<file path="src/oep_pkg.sv">
/*
 Constants for the one-time programmable memory controller: pin timing,
 programming pulse counts and sequence states.
 Assumes a 40 MHz system clock; supply switching is done by board logic.
*/
package oep_pkg;
  localparam int CLK_PERIOD_PS = 25000;
  localparam int ADDR_W = 16;
  localparam int DATA_W = 8;
  // Read timing, ns
  localparam int ADDRESS_ACCESS_DELAY_NS = 90;
  localparam int CE_ACCESS_DELAY_NS = 90;
  localparam int OE_ACCESS_DELAY_NS = 50;
  localparam int OUTPUT_FLOAT_DELAY_NS = 40;
  // Programming timing, us
  localparam int PROGRAM_PULSE_WIDTH_MIN_US = 95;
  localparam int PROGRAM_PULSE_WIDTH_NOM_US = 100;
  localparam int PROGRAM_PULSE_WIDTH_MAX_US = 105;
  localparam int PROG_SETUP_US = 2;
  localparam int PROG_VERIFY_DV_US = 1;
  // Least times round up
  localparam int ACC_CYC = (ADDRESS_ACCESS_DELAY_NS * 1000 + CLK_PERIOD_PS - 1) / CLK_PERIOD_PS;
  localparam int FLOAT_CYC = (OUTPUT_FLOAT_DELAY_NS * 1000 + CLK_PERIOD_PS - 1) / CLK_PERIOD_PS;
  localparam int PULSE_CYC = (PROGRAM_PULSE_WIDTH_NOM_US * 1000000) / CLK_PERIOD_PS;
  localparam int PULSE_MIN_CYC = (PROGRAM_PULSE_WIDTH_MIN_US * 1000000 + CLK_PERIOD_PS - 1)
                                 / CLK_PERIOD_PS;
  localparam int PULSE_MAX_CYC = (PROGRAM_PULSE_WIDTH_MAX_US * 1000000) / CLK_PERIOD_PS;
  localparam int SETUP_CYC = (PROG_SETUP_US * 1000000 + CLK_PERIOD_PS - 1) / CLK_PERIOD_PS;
  localparam int DV_CYC = (PROG_VERIFY_DV_US * 1000000 + CLK_PERIOD_PS - 1) / CLK_PERIOD_PS;
  localparam int MAX_RETRY = 10;
  localparam int RETRY_W = 4;
  localparam int TMR_W = 18;
  // Identification address: line nine high level, line zero selects byte
  localparam int ID_MODE_BIT = 9;
  localparam int ID_SELECT_BIT = 0;

  typedef enum logic [10:0] {
    ST_IDLE   = 11'h001,
    ST_READ   = 11'h002,
    ST_FLOAT  = 11'h004,
    ST_PWRUP  = 11'h008,
    ST_PULSE  = 11'h010,
    ST_GAP    = 11'h020,
    ST_VFY    = 11'h040,
    ST_REPULSE= 11'h080,
    ST_PWRDN  = 11'h100,
    ST_FINAL  = 11'h200,
    ST_DONE   = 11'h400
  } oep_state_t;
endpackage : oep_pkg

</file>
<file path="src/oep_sync.sv">
/*
 Three-stage input synchroniser for the memory data pins.
 Assumes the pins change asynchronously to sys_clk.
*/
`timescale 1ns/1ps
module oep_sync #(
  parameter int W = 8
) (
  input wire logic sys_clk, // System clock
  input wire logic reset, // Synchronous reset
  input wire logic [W-1:0] din, // Asynchronous input
  output logic [W-1:0] dout // Settled value
);
  logic [W-1:0] s1_r;
  logic [W-1:0] s2_r;
  logic [W-1:0] s3_r;

  always_ff @(posedge sys_clk) begin
    if (reset) begin
      s1_r <= '0;
      s2_r <= '0;
      s3_r <= '0;
      dout <= '0;
    end else begin
      s1_r <= din;
      s2_r <= s1_r;
      s3_r <= s2_r;
      // A bit counts only once the second and third stages agree
      for (int i = 0; i < W; i++) begin
        if (s2_r[i] == s3_r[i]) begin
          dout[i] <= s3_r[i];
        end
      end
    end
  end
endmodule : oep_sync

</file>
<file path="src/oep_ctrl.sv">
/*
 Host controller for a 64K x 8 one-time programmable memory: single reads,
 identification reads and the pulse-count programming sequence.
 Assumes board switches drive the supply and program-supply levels from
 vcc_prog_en / vpp_en / id_hv_en, and that a byte source answers src_addr
 with src_data in the next cycle.
*/
`timescale 1ns/1ps

module oep_ctrl #(
  parameter int PULSE_CYCLES = oep_pkg::PULSE_CYC, // Program pulse length
  parameter int SETUP_CYCLES = oep_pkg::SETUP_CYC, // Supply and setup wait
  parameter int LAST_ADDR = 16'hFFFF // Last address programmed
) (
  input wire logic sys_clk, // System clock
  input wire logic reset, // Synchronous reset
  input wire logic rd_req, // Read request pulse
  input wire logic rd_id, // Read is an identification read
  input wire logic [15:0] rd_addr, // Read address
  output logic rd_ready, // Ready for a request
  output logic rd_valid, // Read data valid pulse
  output logic [7:0] rd_data, // Read data
  input wire logic prog_start, // Start programming pulse
  output logic [15:0] src_addr, // Source data address
  input wire logic [7:0] src_data, // Source byte for src_addr
  output logic prog_busy, // Programming in progress
  output logic prog_done, // Programming finished pulse
  output logic prog_pass, // Last run passed
  output logic prog_fail, // Last run failed
  output logic [15:0] fail_addr, // Failing address
  output logic [3:0] fail_retries, // Extra pulses at failure
  output logic [15:0] mem_addr, // Memory address pins
  output logic mem_ce_n, // Chip select, active low
  output logic mem_oe_n, // Output gate, active low
  output logic vpp_en, // Raise output gate pin to program level
  output logic vcc_prog_en, // Raise supply to program level
  output logic id_hv_en, // Raise address nine to identification level
  input wire logic [7:0] mem_dq_in, // Data pins in
  output logic [7:0] mem_dq_out, // Data pins out
  output logic mem_dq_oe // Data pins driven
);
  oep_pkg::oep_state_t st_r;
  logic [oep_pkg::TMR_W-1:0] tmr_r;
  logic [oep_pkg::RETRY_W-1:0] retry_r;
  logic pass2_r;
  logic [7:0] dq_s;
  logic tmr_zero;
  logic at_last;
  localparam logic [oep_pkg::TMR_W-1:0] T_ACC = oep_pkg::TMR_W'(oep_pkg::ACC_CYC + 3);
  localparam logic [oep_pkg::TMR_W-1:0] T_FLT = oep_pkg::TMR_W'(oep_pkg::FLOAT_CYC);
  localparam logic [oep_pkg::TMR_W-1:0] T_PW = oep_pkg::TMR_W'(PULSE_CYCLES);
  // Pulse states run two cycles longer so data leads and trails the strobe
  localparam logic [oep_pkg::TMR_W-1:0] T_PW2 = oep_pkg::TMR_W'(PULSE_CYCLES + 2);
  localparam logic [oep_pkg::TMR_W-1:0] T_SU = oep_pkg::TMR_W'(SETUP_CYCLES);
  localparam logic [oep_pkg::TMR_W-1:0] T_VF = oep_pkg::TMR_W'(oep_pkg::DV_CYC + 3);
  localparam logic [15:0] A_LAST = 16'(LAST_ADDR);

  oep_sync #(.W(8)) u_sync (
    .sys_clk(sys_clk),
    .reset(reset),
    .din(mem_dq_in),
    .dout(dq_s)
  );

  assign tmr_zero = (tmr_r == '0);
  assign at_last = (mem_addr == A_LAST);
  assign rd_ready = (st_r == oep_pkg::ST_IDLE);
  assign prog_busy = !(st_r inside {oep_pkg::ST_IDLE, oep_pkg::ST_READ, oep_pkg::ST_FLOAT});
  assign src_addr = mem_addr;

  // Sequencer
  always_ff @(posedge sys_clk) begin
    if (reset) begin
      st_r <= oep_pkg::ST_IDLE;
      tmr_r <= '0;
      pass2_r <= 1'b0;
    end else begin
      if (!tmr_zero) begin
        tmr_r <= tmr_r - 1'b1;
      end
      unique case (st_r)
        oep_pkg::ST_IDLE: begin
          if (prog_start) begin
            st_r <= oep_pkg::ST_PWRUP;
            tmr_r <= T_SU;
            pass2_r <= 1'b0;
          end else if (rd_req) begin
            st_r <= oep_pkg::ST_READ;
            tmr_r <= T_ACC;
          end
        end
        oep_pkg::ST_READ: begin
          if (tmr_zero) begin
            st_r <= oep_pkg::ST_FLOAT;
            tmr_r <= T_FLT;
          end
        end
        oep_pkg::ST_FLOAT: begin
          if (tmr_zero) begin
            st_r <= oep_pkg::ST_IDLE;
          end
        end
        oep_pkg::ST_PWRUP: begin
          if (tmr_zero) begin
            st_r <= oep_pkg::ST_PULSE;
            tmr_r <= T_PW2;
          end
        end
        oep_pkg::ST_PULSE, oep_pkg::ST_REPULSE: begin
          if (tmr_zero) begin
            st_r <= oep_pkg::ST_GAP;
            tmr_r <= T_SU;
          end
        end
        oep_pkg::ST_GAP: begin
          if (tmr_zero) begin
            if (!pass2_r && !at_last) begin
              st_r <= oep_pkg::ST_PULSE;
              tmr_r <= T_PW2;
            end else if (!pass2_r) begin
              pass2_r <= 1'b1;
              st_r <= oep_pkg::ST_VFY;
              tmr_r <= T_VF;
            end else begin
              st_r <= oep_pkg::ST_VFY;
              tmr_r <= T_VF;
            end
          end
        end
        oep_pkg::ST_VFY: begin
          if (tmr_zero) begin
            if (dq_s != src_data) begin
              if (retry_r == oep_pkg::RETRY_W'(oep_pkg::MAX_RETRY)) begin
                st_r <= oep_pkg::ST_DONE;
              end else begin
                st_r <= oep_pkg::ST_REPULSE;
                tmr_r <= T_PW2;
              end
            end else if (at_last) begin
              st_r <= oep_pkg::ST_PWRDN;
              tmr_r <= T_SU;
            end else begin
              tmr_r <= T_VF;
            end
          end
        end
        oep_pkg::ST_PWRDN: begin
          if (tmr_zero) begin
            st_r <= oep_pkg::ST_FINAL;
            tmr_r <= T_ACC;
          end
        end
        oep_pkg::ST_FINAL: begin
          if (tmr_zero) begin
            if (dq_s != src_data || at_last) begin
              st_r <= oep_pkg::ST_DONE;
            end else begin
              tmr_r <= T_ACC;
            end
          end
        end
        oep_pkg::ST_DONE: begin
          st_r <= oep_pkg::ST_IDLE;
        end
        default: begin
          st_r <= oep_pkg::ST_IDLE;
        end
      endcase
    end
  end

  // Address: first-pass and verify walks restart at zero
  always_ff @(posedge sys_clk) begin
    if (reset) begin
      mem_addr <= '0;
    end else if (st_r == oep_pkg::ST_IDLE && prog_start) begin
      mem_addr <= '0;
    end else if (st_r == oep_pkg::ST_IDLE && rd_req) begin
      if (rd_id) begin
        mem_addr <= {15'h0000, rd_addr[oep_pkg::ID_SELECT_BIT]};
      end else begin
        mem_addr <= rd_addr;
      end
    end else if (tmr_zero && st_r == oep_pkg::ST_GAP && !pass2_r) begin
      mem_addr <= at_last ? 16'h0000 : mem_addr + 16'h0001;
    end else if (tmr_zero && st_r == oep_pkg::ST_VFY && dq_s == src_data) begin
      mem_addr <= at_last ? 16'h0000 : mem_addr + 16'h0001;
    end else if (tmr_zero && st_r == oep_pkg::ST_FINAL && dq_s == src_data && !at_last) begin
      mem_addr <= mem_addr + 16'h0001;
    end
  end

  // Extra pulse count per address
  always_ff @(posedge sys_clk) begin
    if (reset) begin
      retry_r <= '0;
    end else if (st_r == oep_pkg::ST_IDLE || (tmr_zero && st_r == oep_pkg::ST_VFY
                 && dq_s == src_data)) begin
      retry_r <= '0;
    end else if (st_r == oep_pkg::ST_REPULSE && tmr_r == T_PW) begin
      retry_r <= retry_r + 1'b1;
    end
  end

  // Pins
  always_ff @(posedge sys_clk) begin
    if (reset) begin
      mem_ce_n <= 1'b1;
      mem_oe_n <= 1'b1;
      vpp_en <= 1'b0;
      vcc_prog_en <= 1'b0;
      id_hv_en <= 1'b0;
      mem_dq_out <= '0;
      mem_dq_oe <= 1'b0;
    end else begin
      // Reads: both selects low only during access; data pins stay released
      // Verify raises the strobe on its last cycle so a following pulse is a clean edge
      mem_ce_n <= !((st_r == oep_pkg::ST_IDLE && rd_req && !prog_start)
                   || (st_r == oep_pkg::ST_READ && !tmr_zero)
                   || (st_r == oep_pkg::ST_VFY && !tmr_zero)
                   || st_r == oep_pkg::ST_FINAL
                   || (st_r == oep_pkg::ST_PWRDN && tmr_zero)
                   || ((st_r == oep_pkg::ST_PULSE || st_r == oep_pkg::ST_REPULSE)
                       && !tmr_zero && tmr_r <= T_PW));
      mem_oe_n <= !((st_r == oep_pkg::ST_IDLE && rd_req && !prog_start)
                   || (st_r == oep_pkg::ST_READ && !tmr_zero)
                   || (st_r == oep_pkg::ST_PWRDN && tmr_zero)
                   || st_r == oep_pkg::ST_FINAL);
      if (st_r == oep_pkg::ST_IDLE && rd_req && !prog_start) begin
        id_hv_en <= rd_id;
      end else if (st_r == oep_pkg::ST_FLOAT && tmr_zero) begin
        id_hv_en <= 1'b0;
      end
      // Program-supply only raised during programming, never with the output gate
      vpp_en <= st_r inside {oep_pkg::ST_PWRUP, oep_pkg::ST_PULSE, oep_pkg::ST_GAP,
                             oep_pkg::ST_VFY, oep_pkg::ST_REPULSE};
      vcc_prog_en <= vpp_en || (st_r == oep_pkg::ST_IDLE && prog_start);
      mem_dq_out <= src_data;
      // First pulse cycle stays released: the memory may still float from a verify
      mem_dq_oe <= st_r inside {oep_pkg::ST_PULSE, oep_pkg::ST_REPULSE}
                   && tmr_r != T_PW2;
    end
  end

  // Results
  always_ff @(posedge sys_clk) begin
    if (reset) begin
      rd_valid <= 1'b0;
      rd_data <= '0;
      prog_done <= 1'b0;
      prog_pass <= 1'b0;
      prog_fail <= 1'b0;
      fail_addr <= '0;
      fail_retries <= '0;
    end else begin
      rd_valid <= (st_r == oep_pkg::ST_READ && tmr_zero);
      if (st_r == oep_pkg::ST_READ && tmr_zero) begin
        rd_data <= dq_s;
      end
      prog_done <= (st_r == oep_pkg::ST_DONE);
      if (st_r == oep_pkg::ST_DONE) begin
        prog_pass <= !prog_fail;
      end
      if (st_r == oep_pkg::ST_IDLE && prog_start) begin
        prog_fail <= 1'b0;
        prog_pass <= 1'b0;
      end else if (tmr_zero && ((st_r == oep_pkg::ST_VFY
                   && retry_r == oep_pkg::RETRY_W'(oep_pkg::MAX_RETRY))
                   || st_r == oep_pkg::ST_FINAL) && dq_s != src_data) begin
        prog_fail <= 1'b1;
        fail_addr <= mem_addr;
        fail_retries <= retry_r;
      end
    end
  end

  a_pulse_len: assert property (@(posedge sys_clk) disable iff (reset)
    $fell(mem_ce_n) && vpp_en |-> !mem_ce_n [*8]) else $error("Pulse too short");
  a_retry_cap: assert property (@(posedge sys_clk) disable iff (reset)
    retry_r <= oep_pkg::RETRY_W'(oep_pkg::MAX_RETRY)) else $error("Retry over limit");
  a_no_fight: assert property (@(posedge sys_clk) disable iff (reset)
    !(mem_dq_oe && !mem_oe_n)) else $error("Data pin contention");
  a_vpp_oe: assert property (@(posedge sys_clk) disable iff (reset)
    vpp_en |-> mem_oe_n) else $error("Output gate low at program level");
  a_id_addr: assert property (@(posedge sys_clk) disable iff (reset)
    id_hv_en && !mem_ce_n |-> mem_addr[15:1] == 15'h0000) else $error("Id address");
  a_read_wait: assert property (@(posedge sys_clk) disable iff (reset)
    $rose(rd_valid) |-> $past(!mem_oe_n, 2)) else $error("Read too early");
  a_fail_stop: assert property (@(posedge sys_clk) disable iff (reset)
    $rose(prog_fail) |-> ##[1:3] st_r == oep_pkg::ST_IDLE) else $error("No stop");
  a_retry_clr: assert property (@(posedge sys_clk) disable iff (reset)
    st_r == oep_pkg::ST_VFY && $changed(mem_addr) |-> retry_r == '0)
    else $error("Retry kept");

  // Strobe low time, for the exact pulse width check
  logic [oep_pkg::TMR_W-1:0] low_cnt_r;
  always_ff @(posedge sys_clk) begin
    if (reset || mem_ce_n) begin
      low_cnt_r <= '0;
    end else begin
      low_cnt_r <= low_cnt_r + 1'b1;
    end
  end

  a_pulse_exact: assert property (@(posedge sys_clk) disable iff (reset)
    $rose(mem_ce_n) && mem_dq_oe |-> low_cnt_r == T_PW) else $error("Pulse width");
endmodule : oep_ctrl

</file>
<file path="config.mk">
export PLATFORM = sky130hd
export DESIGN_NAME = oep_ctrl
export DESIGN_NICKNAME = d
export VERILOG_FILES = /design/src/oep_pkg.sv /design/src/oep_sync.sv /design/src/oep_ctrl.sv
export SDC_FILE = /design/constraint.sdc
export NUM_CORES = 1
export LEC_CHECK = 0
export ABC_AREA = 0
export BUFFER_PORTS_ARGS = -buffer_cell sky130_fd_sc_hd__buf_2
export CAP_MARGIN = 0
export CORE_UTILIZATION = 58
export CTS_BUF_LIST = sky130_fd_sc_hd__clkbuf_2
export DETAILED_ROUTE_END_ITERATION = 6
export PLACE_DENSITY = 0.83
export SYNTH_ARGS = -nofsm -noshare
export SYNTH_HDL_FRONTEND = slang
export SYNTH_HIERARCHICAL = 1
export SYNTH_SLANG_ARGS = --single-unit
</file>
<file path="constraint.sdc">
create_clock -name sys_clk -period 3.9 [get_ports sys_clk]
set_input_delay 0 -clock sys_clk [delete_from_list [all_inputs] [get_ports sys_clk]]
set_output_delay 0 -clock sys_clk [all_outputs]
set_load 0.05 [all_outputs]
</file>
==> reports/summary.txt <==
Peak VDD IR -> 604 uV
Via Count -> 6322
Seq/Total Area, Yosys -> 40.7%
Tightest Pin Transition -> 0.777 ns
total leakage power -> 3.08 nW
IO Count -> 117
1st-iter DRT viols -> 625
multi-input logic area -> 3360 sq um
Post-synth EDFFs -> 0
RePlAce Congestion -> 0.932
share of layout cells above drive strength 1 -> 20.0%
Slew HR -> 47.7%
Primary FF master, synth -> dfxtp_1
Die W -> 106 um
Num CTS Buffers -> 17
final hold vios -> 0
Cell Pwr Density -> 555 nW/um^2
die height -> 106 um
Seq. cell area -> 2560 sq um
Hold Path Depth -> 3
outcome -> finished clean
antenna cells -> 0
largest net degree at the start of global routing -> 65
RSZ-0062 raised after global routing -> no
Cell Area, Placed -> 6760 sq um
GRT overflow -> 0
worst min-delay path class -> in2reg
Hold EP -> mem_dq_out[5]
placed insts -> 940
clk sinks -> 128
initial antenna violation count -> 0
Die Area -> 11300 sq um
Synth top cells by count -> 128 x dfxtp_1, 78 x nand2_1, 66 x nor2_1
Post-DRT Antenna Nets -> 0
port buffer count -> 116
Synth area leader -> dfxtp_1
synthesis warning total -> 6
top-count cell post-synth -> dfxtp_1
Synth area leaders -> dfxtp_1 41%, a21oi_1 4.9%, nand2_1 4.7%, nor2_1 3.9%, nor2b_1 3.8%
GRT Overall Usage -> 33.7%
hold_ws -> 0.0463 ns
Register-to-Register Path Depth -> 8
fin crit period -> 3.61 ns
DRC -> 0
fin area -> 7550 sq um
clk_lat worst skew -> 0.73 ns
Post-DP HPWL -> 12.6 mm
routed length per placed instance -> 18.5 um
TritonCTS clock tree -> yes
final period utilization -> 92.6%
H-tree Lvls -> 4
first-pass GRT wire length -> 29.6 mm
syn nets -> 785
post-synth top area share -> 40.7%
Crit path required time -> 4.54 ns
maximum capacitance violations -> 0
final WL -> 18.9 mm
Starting Density -> 60.4%
Avg Vias per Cell -> 6.18
final slew viol count -> 0
Post-Synthesis Cells -> 741
fillers -> 776
fin nets -> 921
DRT Pass-1 Iters -> 6
setup violators final -> 0
Max Root-Sink Buffers -> 2
fmax -> 0.277 GHz
Finished Layout Cells -> 1023
crit path DAT -> 4.25 ns
post-synth cell types -> 75
Reg2Reg Launch Point -> st_r[0]
Crit. End Element -> flip-flop
Cell Rows -> 37
Syn Area/Cell -> 8.49 sq um
Final Core Density -> 72.5%
RR Endpoint -> mem_addr[15]
startpoint types -> flip-flop
setup repair bufs after CTS -> 0
hold path startpoint -> src_data[5]
Synth-to-Final Area Change -> 20.0%
Worst R2R Setup Slack -> 0.29 ns
fraction of registers with async set/reset -> 0%
root buffer cell -> clkbuf_2
vias in the first global route -> 6061
WS Path Type -> reg2reg
core area -> 10400 sq um
Netlist Area Pre-Place -> 6290 sq um
setup TNS -> 0 ns
Setup Skew -> 0.0356 ns
critical path peak fanout -> 8
Synth Register Bits -> 128
Clk pin slew, worst setup/hold paths -> 0.19 ns
[worst max-delay path, stage by stage, from the launching register on]
cell and delay, ns:
dfxtp_1 0.43, nor4_2 0.55, and4_1 0.60, nand3_1 0.31, a211oi_4 0.56, nor2_2 0.11, a222oi_1 0.33, nor3_1 0.08
dlygate4sd3_1 0.57
[power breakdown]
part | switching [mW] | internal (mW)
registers | 0.141 | 1.43
clock network | 0.498 | 0.411
logic | 1.09 | 0.628
total | 1.72 | 2.46
[flip-flops by register name, summed over array words and instances (netlist names), 4 cells and up]
| register | cells |
|---|---|
| fail_addr | 16 |
| fail_retries | 4 |
| mem_addr | 16 |
| mem_dq_out | 8 |
| rd_data | 8 |
| retry_r | 4 |
| st_r | 11 |
| tmr_r | 18 |
| u_sync/dout | 8 |
| u_sync/s1_r | 8 |
| u_sync/s2_r | 8 |
| u_sync/s3_r | 8 |
[routing by layer]
layer  wire (um)  share of wire, %  GRT usage [%]  vias to the layer above
li1            -                 -              -                     2912
met3        1670               8.8           9.63                       96
met5           0                 0              0                        -
met1        7360                39           39.6                     2940
met2        9050                48           55.6                      374
met4         859               4.5           18.2                        0
[logic make-up after synthesis]
group / after synthesis / share of synthesized area [%]
XOR/XNOR: 34 / 4.73
buffers and inverters: 70 / 6.04
multiplexers: 12 / 1.91
adder cells (fa/ha/maj): 7 / 1.39
AND/OR/NAND/NOR: 320 / 26.9
flip-flops: 128 / 40.7
AO/OA/AOI/OAI: 170 / 18.3
[timing repair]
action | CTS | global route
resized for setup | 0 | 0
endpoints found under the hold margin | 85 | 1
hold buffers | 53 | 1
[worst max-delay path by stage]
stage | startpoint | endpoint | slack, ns
after floorplan | tmr_r[6] | tmr_r[0] | 0.93
after global placement | tmr_r[6] | tmr_r[0] | 0.80
after detailed placement | tmr_r[10] | tmr_r[0] | 0.74
after CTS | st_r[0] | mem_addr[15] | 0.36
after global routing | st_r[0] | mem_addr[15] | 0.008
final | st_r[0] | mem_addr[15] | 0.29
[layout by cell type (no fill, tap or decap), types with 11 or more instances in the layout]
cell and n:
xnor2_1 19, nor3_1 29, dlygate4sd3_1 54, xor2_1 15
nand3_1 16, mux2i_1 12, nor2b_1 38, nand2_1 78
a21oi_1 62, clkbuf_2 18, nor4_1 13, inv_1 11
o211ai_1 16, nor2_1 66, o21ai_0 22, dfxtp_1 128
buf_2 116
[cell type report]
type	count	area share [%]
inverter	12	0.630
clock buffer	18	1.19
sequential	128	33.9
clock inverter	11	2.19
timing repair buffer	175	15.3
tap	136	2.25
multi-input combinational	543	44.5
[stage by stage]
stage / power, mW / setup slack, ns
after global placement: 3.16 / 0.800
after global routing: 4.41 / 0.00804
after detailed placement: 3.20 / 0.741
after CTS: 4.15 / 0.359
final: 4.19 / 0.289
after floorplan: 2.94 / 0.930
Power figures use the tool's default switching activity.
